[config.mk]
export PLATFORM = sky130hd
export DESIGN_NAME = pwm_offset_sync_reload
export DESIGN_NICKNAME = d
export VERILOG_FILES = /design/src/design/pwm_sync_pkg.sv /design/src/design/pwm_match_flags.sv /design/src/design/pwm_offset_sync_reload.sv /design/src/design/pwm_reload_unit.sv
export SDC_FILE = /design/constraint.sdc
export NUM_CORES = 1
export LEC_CHECK = 0
export ABC_AREA = 1
export BUFFER_PORTS_ARGS = -buffer_cell sky130_fd_sc_hd__buf_2
export CAP_MARGIN = 20
export CORE_ASPECT_RATIO = 0.9
export CORE_UTILIZATION = 51
export DETAILED_ROUTE_END_ITERATION = 6
export PLACE_DENSITY_LB_ADDON = 0.08
export SETUP_SLACK_MARGIN = 0.2
export SYNTH_ARGS = -nofsm -noshare
export SYNTH_HDL_FRONTEND = slang
export SYNTH_SLANG_ARGS = --single-unit
[constraint.sdc]
create_clock -name clock_in -period 2.1 [get_ports clock_in]
set_clock_uncertainty 0.1 [all_clocks]
set_input_delay 0.105 -clock clock_in [delete_from_list [all_inputs] [get_ports clock_in]]
set_output_delay 0.105 -clock clock_in [all_outputs]
set_load 0.01 [all_outputs]
[src/design/pwm_sync_pkg.sv]
package pwm_sync_pkg;
   // ----------------------------------------------------------------
   // Widths
   // ----------------------------------------------------------------
   localparam int COUNT_W = 16;
   localparam int PEER_N  = 3;

   // ----------------------------------------------------------------
   // Offset modes
   // ----------------------------------------------------------------
   typedef enum logic [1:0] {
      OFFSET_INDEPENDENT = 2'b00,
      OFFSET_SLAVE_RUN   = 2'b01,
      OFFSET_ONE_SHOT    = 2'b10,
      OFFSET_CONTINUOUS  = 2'b11
   } offset_mode_t;

   // ----------------------------------------------------------------
   // Waveform modes
   // ----------------------------------------------------------------
   localparam logic [1:0] WAVE_CENTER = 2'b11;

   // ----------------------------------------------------------------
   // Clock source codes
   // ----------------------------------------------------------------
   localparam logic [1:0] CLK_SRC_FAST_OSC = 2'b01;
   localparam logic [1:0] CLK_SRC_SLOW_OSC = 2'b10;

   // ----------------------------------------------------------------
   // Reset and reload values
   // ----------------------------------------------------------------
   localparam logic [15:0] TIMER_ZERO      = 16'h0000;
   localparam logic [15:0] TIMER_RESTART   = 16'h0001;
   localparam logic [15:0] COUNT_RESET     = 16'h0000;

   // ----------------------------------------------------------------
   // Timer run states
   // ----------------------------------------------------------------
   typedef enum logic [1:0] {
      RUN_IDLE    = 2'b00,
      RUN_WAIT    = 2'b01,
      RUN_COUNT   = 2'b10,
      RUN_STOPPED = 2'b11
   } run_state_t;
endpackage

[src/design/pwm_match_flags.sv]
module pwm_match_flags
   import pwm_sync_pkg::*;
(
   // Clock and reset.
   input  wire logic       clock_in,
   input  wire logic       rst_b_in,
   // Events and control.
   input  wire logic       enable_in,
   input  wire logic [3:0] match_in,
   input  wire logic [3:0] flag_clear_in,
   input  wire logic [3:0] irq_enable_in,
   // Status.
   output logic [3:0]      flag_out,
   output logic [3:0]      irq_out
);
   // ----------------------------------------------------------------
   // Flags
   // ----------------------------------------------------------------
   logic [3:0] match_d;
   logic [3:0] next_flag;
   logic [3:0] next_irq;

   always_comb begin
      next_flag = (flag_out & ~flag_clear_in) |
                  (match_in & ~match_d);
      if (!enable_in) begin
         next_flag = 4'h0;
      end
      next_irq = next_flag & irq_enable_in;
   end

   always_ff @(posedge clock_in) begin
      if (!rst_b_in) begin
         match_d  <= 4'h0;
         flag_out <= 4'h0;
         irq_out  <= 4'h0;
      end else begin
         match_d  <= match_in;
         flag_out <= next_flag;
         irq_out  <= next_irq;
      end
   end
endmodule

[src/design/pwm_offset_sync_reload.sv]
module pwm_offset_sync_reload
   import pwm_sync_pkg::*;
#(
   parameter int WIDTH = COUNT_W,
   parameter int PEERS = PEER_N
) (
   // Clock and reset.
   input  wire logic             clock_in,
   input  wire logic             rst_b_in,
   // Module control.
   input  wire logic             enable_in,
   input  wire logic [1:0]       wave_mode_in,
   input  wire logic             sleep_in,
   input  wire logic [1:0]       clock_source_in,
   // Offset control.
   input  wire logic [1:0]       offset_mode_select_in,
   input  wire logic [1:0]       offset_source_select_in,
   input  wire logic [PEERS-1:0] peer_offset_match_in,
   // Buffered counts.
   input  wire logic [WIDTH-1:0] phase_count_in,
   input  wire logic [WIDTH-1:0] duty_count_in,
   input  wire logic [WIDTH-1:0] period_count_in,
   input  wire logic [WIDTH-1:0] offset_count_in,
   input  wire logic             offset_direction_shadow_in,
   // Reload control.
   input  wire logic             load_arm_set_in,
   input  wire logic             load_arm_clear_in,
   input  wire logic             load_on_trigger_in,
   input  wire logic [1:0]       load_trigger_select_in,
   input  wire logic [PEERS-1:0] peer_load_in,
   // Interrupt control.
   input  wire logic [3:0]       irq_enable_in,
   input  wire logic [3:0]       flag_clear_in,
   // Timer and events.
   output logic [WIDTH-1:0]      modulator_timer_out,
   output logic                  counting_down_out,
   output logic                  offset_match_event_out,
   output logic                  period_event_out,
   output logic                  load_event_out,
   output logic                  load_arm_out,
   // Active counts.
   output logic [WIDTH-1:0]      phase_active_out,
   output logic [WIDTH-1:0]      duty_active_out,
   output logic [WIDTH-1:0]      period_active_out,
   output logic [WIDTH-1:0]      offset_active_out,
   output logic                  offset_match_direction_out,
   // Interrupt flags.
   output logic [3:0]            irq_flag_out,
   output logic [3:0]            irq_out
);
   // ----------------------------------------------------------------
   // Clock gating in sleep, center-mode decode and master match select
   // ----------------------------------------------------------------
   logic run_ok;
   logic center;
   logic master_hit;

   always_comb begin
      run_ok = enable_in && (!sleep_in ||
               clock_source_in == CLK_SRC_FAST_OSC ||
               clock_source_in == CLK_SRC_SLOW_OSC);
      center = (wave_mode_in == WAVE_CENTER);
      master_hit = 1'b0;
      if (offset_source_select_in < PEERS[1:0]) begin
         master_hit = peer_offset_match_in[offset_source_select_in];
      end
   end

   // ----------------------------------------------------------------
   // Timer
   // ----------------------------------------------------------------
   run_state_t       state;
   run_state_t       next_state;
   logic [WIDTH-1:0] next_timer;
   logic             next_down;
   logic             next_period_ev;
   logic             next_offset_ev;
   logic             at_period;
   logic             load_now;
   logic             seen_master;
   logic             next_seen_master;

   function automatic logic [WIDTH-1:0] step(input logic [WIDTH-1:0] t,
                                            input logic down);
      step = down ? t - 1'b1 : t + 1'b1;
   endfunction

   always_comb begin
      next_state       = state;
      next_timer       = modulator_timer_out;
      next_down        = counting_down_out;
      next_seen_master = seen_master;
      at_period = (modulator_timer_out == period_active_out);
      next_period_ev = 1'b0;
      next_offset_ev = 1'b0;
      if (!enable_in) begin
         next_state       = RUN_IDLE;
         next_timer       = TIMER_ZERO;
         next_down        = 1'b0;
         next_seen_master = 1'b0;
      end else if (run_ok) begin
         case (state)
            RUN_IDLE: begin
               if (offset_mode_select_in == OFFSET_INDEPENDENT) begin
                  next_state = RUN_COUNT;
               end else begin
                  next_state = RUN_WAIT;
               end
            end
            RUN_WAIT, RUN_STOPPED: begin
               if (offset_mode_select_in == OFFSET_INDEPENDENT) begin
                  next_state = RUN_COUNT;
               end else if (master_hit) begin
                  next_state       = RUN_COUNT;
                  next_seen_master = 1'b1;
               end
            end
            RUN_COUNT: begin
               if (offset_mode_select_in == OFFSET_CONTINUOUS &&
                   master_hit && seen_master) begin
                  next_timer = TIMER_RESTART;
                  next_down  = 1'b0;
               end else if (center) begin
                  if (!counting_down_out && at_period) begin
                     next_down  = 1'b1;
                     next_timer = step(modulator_timer_out, 1'b1);
                  end else if (counting_down_out &&
                               modulator_timer_out == TIMER_ZERO) begin
                     next_period_ev = 1'b1;
                     next_down      = 1'b0;
                     next_timer     = TIMER_ZERO;
                  end else begin
                     next_timer = step(modulator_timer_out,
                                       counting_down_out);
                  end
               end else if (at_period) begin
                  next_period_ev = 1'b1;
                  next_timer     = TIMER_ZERO;
                  if (offset_mode_select_in == OFFSET_ONE_SHOT) begin
                     next_state = RUN_STOPPED;
                  end
               end else begin
                  next_timer = step(modulator_timer_out, 1'b0);
               end
               if (modulator_timer_out == offset_active_out &&
                   (!center ||
                    counting_down_out == offset_match_direction_out)) begin
                  next_offset_ev = 1'b1;
               end
               if (offset_mode_select_in == OFFSET_CONTINUOUS &&
                   master_hit) begin
                  next_seen_master = 1'b1;
               end
            end
            default: begin
               next_state = RUN_IDLE;
            end
         endcase
      end
   end

   always_ff @(posedge clock_in) begin
      if (!rst_b_in) begin
         state                  <= RUN_IDLE;
         modulator_timer_out    <= TIMER_ZERO;
         counting_down_out      <= 1'b0;
         period_event_out       <= 1'b0;
         offset_match_event_out <= 1'b0;
         seen_master            <= 1'b0;
      end else begin
         state                  <= next_state;
         modulator_timer_out    <= next_timer;
         counting_down_out      <= next_down;
         period_event_out       <= next_period_ev;
         offset_match_event_out <= next_offset_ev;
         seen_master            <= next_seen_master;
      end
   end

   // ----------------------------------------------------------------
   // Reload and active counts
   // ----------------------------------------------------------------
   logic             reload_pulse;
   logic [WIDTH-1:0] next_phase;
   logic [WIDTH-1:0] next_duty;
   logic [WIDTH-1:0] next_period;
   logic [WIDTH-1:0] next_offset;
   logic             next_dir;

   pwm_reload_unit #(
      .PEERS(PEERS)
   ) u_reload (
      .clock_in               (clock_in),
      .rst_b_in               (rst_b_in),
      .enable_in              (enable_in),
      .arm_set_in             (load_arm_set_in),
      .arm_clear_in           (load_arm_clear_in),
      .load_on_trigger_in     (load_on_trigger_in),
      .load_trigger_select_in (load_trigger_select_in),
      .peer_load_in           (peer_load_in),
      .period_event_in        (next_period_ev),
      .load_arm_out           (load_arm_out),
      .load_event_out         (reload_pulse)
   );

   always_comb begin
      load_now    = reload_pulse || !enable_in;
      next_phase  = phase_active_out;
      next_duty   = duty_active_out;
      next_period = period_active_out;
      next_offset = offset_active_out;
      next_dir    = offset_match_direction_out;
      if (load_now) begin
         next_phase  = phase_count_in;
         next_duty   = duty_count_in;
         next_period = period_count_in;
         next_offset = offset_count_in;
         next_dir    = offset_direction_shadow_in;
      end
   end

   always_ff @(posedge clock_in) begin
      if (!rst_b_in) begin
         phase_active_out           <= COUNT_RESET;
         duty_active_out            <= COUNT_RESET;
         period_active_out          <= COUNT_RESET;
         offset_active_out          <= COUNT_RESET;
         offset_match_direction_out <= 1'b0;
         load_event_out             <= 1'b0;
      end else begin
         phase_active_out           <= next_phase;
         duty_active_out            <= next_duty;
         period_active_out          <= next_period;
         offset_active_out          <= next_offset;
         offset_match_direction_out <= next_dir;
         load_event_out             <= reload_pulse;
      end
   end

   // ----------------------------------------------------------------
   // Match flags
   // ----------------------------------------------------------------
   logic [3:0] match_vec;

   always_comb begin
      match_vec = {offset_match_event_out,
                   modulator_timer_out == phase_active_out,
                   modulator_timer_out == duty_active_out,
                   period_event_out};
   end

   pwm_match_flags u_flags (
      .clock_in      (clock_in),
      .rst_b_in      (rst_b_in),
      .enable_in     (enable_in),
      .match_in      (match_vec),
      .flag_clear_in (flag_clear_in),
      .irq_enable_in (irq_enable_in),
      .flag_out      (irq_flag_out),
      .irq_out       (irq_out)
   );
endmodule

[src/design/pwm_reload_unit.sv]
module pwm_reload_unit
   import pwm_sync_pkg::*;
#(
   parameter int PEERS = PEER_N
) (
   // Clock and reset.
   input  wire logic               clock_in,
   input  wire logic               rst_b_in,
   // Control.
   input  wire logic               enable_in,
   input  wire logic               arm_set_in,
   input  wire logic               arm_clear_in,
   input  wire logic               load_on_trigger_in,
   input  wire logic [1:0]         load_trigger_select_in,
   input  wire logic [PEERS-1:0]   peer_load_in,
   input  wire logic               period_event_in,
   // Status.
   output logic                    load_arm_out,
   output logic                    load_event_out
);
   // ----------------------------------------------------------------
   // Arming state
   // ----------------------------------------------------------------
   logic armed;
   logic triggered;
   logic next_armed;
   logic next_triggered;
   logic next_load;
   logic trig_hit;

   always_comb begin
      trig_hit = 1'b0;
      if (load_trigger_select_in < PEERS[1:0]) begin
         trig_hit = peer_load_in[load_trigger_select_in];
      end
      next_armed     = armed;
      next_triggered = triggered;
      next_load      = 1'b0;
      if (armed && period_event_in &&
          (!load_on_trigger_in || triggered)) begin
         next_load      = 1'b1;
         next_armed     = 1'b0;
         next_triggered = 1'b0;
      end else if (armed && load_on_trigger_in && trig_hit &&
                   !period_event_in) begin
         next_triggered = 1'b1;
      end
      if (arm_clear_in) begin
         next_armed     = 1'b0;
         next_triggered = 1'b0;
      end
      if (arm_set_in) begin
         next_armed = 1'b1;
      end
      if (!enable_in) begin
         next_triggered = 1'b0;
      end
   end

   always_ff @(posedge clock_in) begin
      if (!rst_b_in) begin
         armed          <= 1'b0;
         triggered      <= 1'b0;
         load_event_out <= 1'b0;
      end else begin
         armed          <= next_armed;
         triggered      <= next_triggered;
         load_event_out <= next_load;
      end
   end

   assign load_arm_out = armed;
endmodule

==> results.py <==
metrics = {
    "status": {
        "status": "finished with violations",
        "violations": "design-rule violations",
    },
    "power": {
        "pwr_per_cell_area_nw_per_um2": 558,
        "power_leakage_nw": 4.28,
        "vdd.ir_drop.worst_mv": 0.593,
    },
    "sta": {
        "setup_failing_eps_final": 0,
        "hold_slack_ns": 0.0903,
        "final_period_minus_worst_setup_slack_ns": 1.93,
        "rsz0062_at_grt": "true",
        "final.period_utilization_pct": 92.0,
        "fmaxAchievable_mhz": 518,
        "final.setup.tns_ns": 0,
        "worst_slew_margin_rel_pct": 65.7,
        "timing_hold_violations_final": 0,
        "timing_max_transition_violations_final": 0,
        "tightest_slew_ns": 0.514,
    },
    "die": {
        "initial_utilization_pct": 53.2,
        "num_rows": 35,
        "coreArea_sq_um": 10400,
        "die_area_sq_um": 11200,
        "die_h_microns": 101,
        "floorplan.die.width_microns": 112,
        "io_pins": 190,
    },
    "finish": {
        "design.final.nets": 1227,
        "multiInputGateArea_sq_um": 3120,
        "mostFrequentLayoutCell": "sky130_fd_sc_hd__buf_2",
        "layout.filler_cells": 749,
        "area.growth.synth_to_final_pct": 49.8,
        "share_of_layout_cells_above_drive_strength_1_pct": 30.2,
        "final_area_sq_um": 8270,
        "antennaDiodeCount": 0,
        "mostFrequentLayoutCells": "sky130_fd_sc_hd__buf_2, sky130_fd_sc_hd__nand2_1, sky130_fd_sc_hd__nor2_1",
        "area.sequential_sq_um": 2100,
        "post_layout_nonfiller_instances": 1262,
    },
    "routing": {
        "drcViolationCount": 4,
        "num_vias": 6820,
        "vias_per_cell": 5.40,
        "finalWirelength_microns": 21000,
        "drt_iter0_drc": 570,
        "avgRoutedWirePerCell_microns": 16.6,
        "drt_pass1_iterations": 7,
        "detail-route-antenna-nets": 0,
    },
    "placement": {
        "hpwl_microns": 14200,
        "place.port_buffers": 189,
        "cell_area_after_placement_sq_um": 6820,
        "routabilityCongestion": 0.965,
        "place.detailed.instances": 1150,
    },
    "synthesis": {
        "synth.yosys.seq_area_share_pct": 37.3,
        "synthesis.instances": 826,
        "synth_warnings": 0,
        "netlist-cell-type-count": 39,
        "mapped_area_sq_um": 5520,
        "ys_ff_latch": 103,
        "synth.net_count": 925,
        "avgSynthCellArea_sq_um": 6.69,
    },
    "critical_path": {
        "r2r-start": "modulator_timer_out[4]",
        "setup.worst_path.class": "flip-flop to flip-flop",
        "setup.reg_to_reg.worst_slack_ns": 0.17,
        "r2r_cells": 11,
        "critPathLaunchType": "flip-flop",
        "worstSetupEndpointType": "flip-flop",
        "timing.critical_path.fanout_max": 7,
        "arrival_ns": 2.06,
        "critical_path_required_ns": 2.23,
        "end_of_the_worst_register_to_register_path": "modulator_timer_out[1]",
    },
    "clocking": {
        "clk-insertion-delay-late_ns": 0.36,
        "clock_path_buffers": 2,
        "tritoncts.num_buffers": 9,
        "tritoncts": "built",
        "tritoncts_sinks": 103,
        "cts_root_buffer": "sky130_fd_sc_hd__clkbuf_16",
        "path_clk_slew_ns": 0.07,
        "ctsHtreeMaxLevel": 3,
    },
    "global_routing": {
        "first_global_vias": 6316,
        "global_route_total_usage_across_every_layer_pct": 37.1,
        "grt_start_max_net_pins": 61,
        "global_route_wire_length_before_repair_microns": 32100,
        "antenna_found_initial": 0,
        "global_route.overflow_total": 0,
    },
    "hold_path": {
        "hold_path_end": "seen_master",
        "timing.hold.worst.class": "input port to flip-flop",
        "worstHoldPathCells": 4,
        "hold_path_startpoint": "clock_source_in[0]",
    },
    "flow_run": {
        "max_cap_violations": 0,
    },
}
flip-flops by register name, summed over array words and instances (netlist names), 2 cells and up:
signal / flops
period_active_out: 16
u_flags.flag_out: 4
phase_active_out: 16
duty_active_out: 16
u_flags.irq_out: 4
u_flags.match_d: 4
state: 2
modulator_timer_out: 16
offset_active_out: 16
per-layer routing:
layer	track usage (%)	up-vias	share of wire [%]
met1	47.0	3142	41
met3	7.34	55	8.7
li1	-	3241	-
met4	16.1	0	2.9
met2	61.6	382	47
met5	0	-	0
power by group:
part / switching [mW] / leakage (nW) / total [mW] / internal [mW]
Clock: 0.842 / 0.147 / 1.71 / 0.868
Combinational: 0.410 / 3.28 / 0.771 / 0.361
Sequential: 0.0991 / 0.856 / 2.13 / 2.03
metrics by stage:
| step | total power, mW | util (%) | setup WS, ns |
|---|---|---|---|
| after floorplan | 2.50 | - | 0.216 |
| after global placement | 2.78 | 65.7 | 0.0459 |
| after detailed placement | 2.79 | 65.7 | 0.0256 |
| after CTS | 4.56 | 76.7 | 0.195 |
| after global routing | 4.77 | 79.7 | 0.0536 |
| final | 4.61 | 79.7 | 0.169 |
worst max-delay path, stage by stage (launching register included):
cell and delay (ns):
sky130_fd_sc_hd__dfxtp_4 0.38, sky130_fd_sc_hd__buf_12 0.14, sky130_fd_sc_hd__nand2_2 0.04, sky130_fd_sc_hd__nand2_1 0.05, sky130_fd_sc_hd__nor2_1 0.10, sky130_fd_sc_hd__nand2_1 0.12, sky130_fd_sc_hd__nor2_4 0.18, sky130_fd_sc_hd__nand2_4 0.13
sky130_fd_sc_hd__nand2_8 0.15, sky130_fd_sc_hd__nand2_4 0.06, sky130_fd_sc_hd__o211ai_1 0.24, sky130_fd_sc_hd__a21oi_1 0.12
cells in the mapped netlist:
cell type / count / area (sq um)
sky130_fd_sc_hd__nand2_8: 1 / 20.0
sky130_fd_sc_hd__inv_1: 81 / 304
sky130_fd_sc_hd__a21oi_1: 50 / 250
sky130_fd_sc_hd__nand2_2: 1 / 6.26
sky130_fd_sc_hd__dfxtp_1: 103 / 2060
sky130_fd_sc_hd__o2111ai_1: 2 / 17.5
sky130_fd_sc_hd__buf_2: 9 / 45.0
sky130_fd_sc_hd__nand3_1: 26 / 130
sky130_fd_sc_hd__nand2_1: 163 / 612
sky130_fd_sc_hd__nor2_4: 1 / 11.3
sky130_fd_sc_hd__clkbuf_1: 25 / 93.8
sky130_fd_sc_hd__a21oi_4: 1 / 16.3
sky130_fd_sc_hd__o22ai_1: 3 / 18.8
sky130_fd_sc_hd__xor2_1: 45 / 394
sky130_fd_sc_hd__nor2_1: 159 / 597
sky130_fd_sc_hd__or2_2: 3 / 18.8
sky130_fd_sc_hd__nand3_2: 1 / 10.0
sky130_fd_sc_hd__a21boi_0: 1 / 7.51
sky130_fd_sc_hd__nor3_1: 8 / 40.0
sky130_fd_sc_hd__nor4b_1: 1 / 8.76
sky130_fd_sc_hd__nand2_4: 2 / 22.5
sky130_fd_sc_hd__nor4_1: 5 / 31.3
sky130_fd_sc_hd__buf_6: 2 / 22.5
sky130_fd_sc_hd__nor3_2: 1 / 10.0
sky130_fd_sc_hd__buf_4: 4 / 30.0
sky130_fd_sc_hd__xnor2_1: 5 / 43.8
sky130_fd_sc_hd__o21ai_0: 81 / 405
sky130_fd_sc_hd__a211oi_1: 1 / 7.51
sky130_fd_sc_hd__inv_2: 5 / 18.8
sky130_fd_sc_hd__and3_1: 2 / 12.5
sky130_fd_sc_hd__a221oi_1: 3 / 26.3
sky130_fd_sc_hd__o211ai_1: 8 / 60.1
sky130_fd_sc_hd__inv_4: 1 / 6.26
sky130_fd_sc_hd__nand4_1: 15 / 93.8
sky130_fd_sc_hd__nor2_2: 1 / 6.26
sky130_fd_sc_hd__a31o_2: 1 / 8.76
sky130_fd_sc_hd__nand3b_1: 1 / 7.51
sky130_fd_sc_hd__ha_1: 3 / 37.5
sky130_fd_sc_hd__a21oi_2: 1 / 8.76
repair_timing:
action / 4_1_cts / 5_1_grt
gates resized for setup: 22 / 52
gates cloned: 0 / 1
setup endpoints to repair: 23 / 26
pin swaps: 3 / 20
setup buffers: 2 / 15
hold buffers: 78 / 0
hold endpoints to repair: 76 / 0
worst max-delay path by stage:
stage / slack, ns / cells past startpoint / end / start
final: 0.17 / 11 / modulator_timer_out[1] / modulator_timer_out[4]
after global routing: 0.05 / 11 / u_reload.load_arm_out / modulator_timer_out[4]
after CTS: 0.19 / 11 / modulator_timer_out[1] / modulator_timer_out[3]
after detailed placement: 0.03 / 11 / modulator_timer_out[1] / modulator_timer_out[3]
after global placement: 0.05 / 11 / modulator_timer_out[1] / modulator_timer_out[3]
after floorplan: 0.22 / 16 / modulator_timer_out[14] / modulator_timer_out[0]
cell families (layout without fill, tap and decap cells):
logic type	Yosys count	in the layout	share of synthesized area [%]
AND/OR/NAND/NOR	391	391	29.7
AO/OA/AOI/OAI	152	152	15.0
buffers and inverters	127	434	9.42
flip-flops	103	103	37.3
XOR/XNOR	50	50	7.93
adder cells (fa/ha/maj)	3	3	0.680
cell type report:
class | instances | area share [%]
multi-input cells | 596 | 37.7
repair buffers | 331 | 27.3
flip-flops and latches | 103 | 25.3
inverters | 87 | 4.05
clock buffers | 10 | 2.89
well taps | 129 | 1.95
clock inverters | 6 | 0.696
Power figures use the tool's default switching activity.
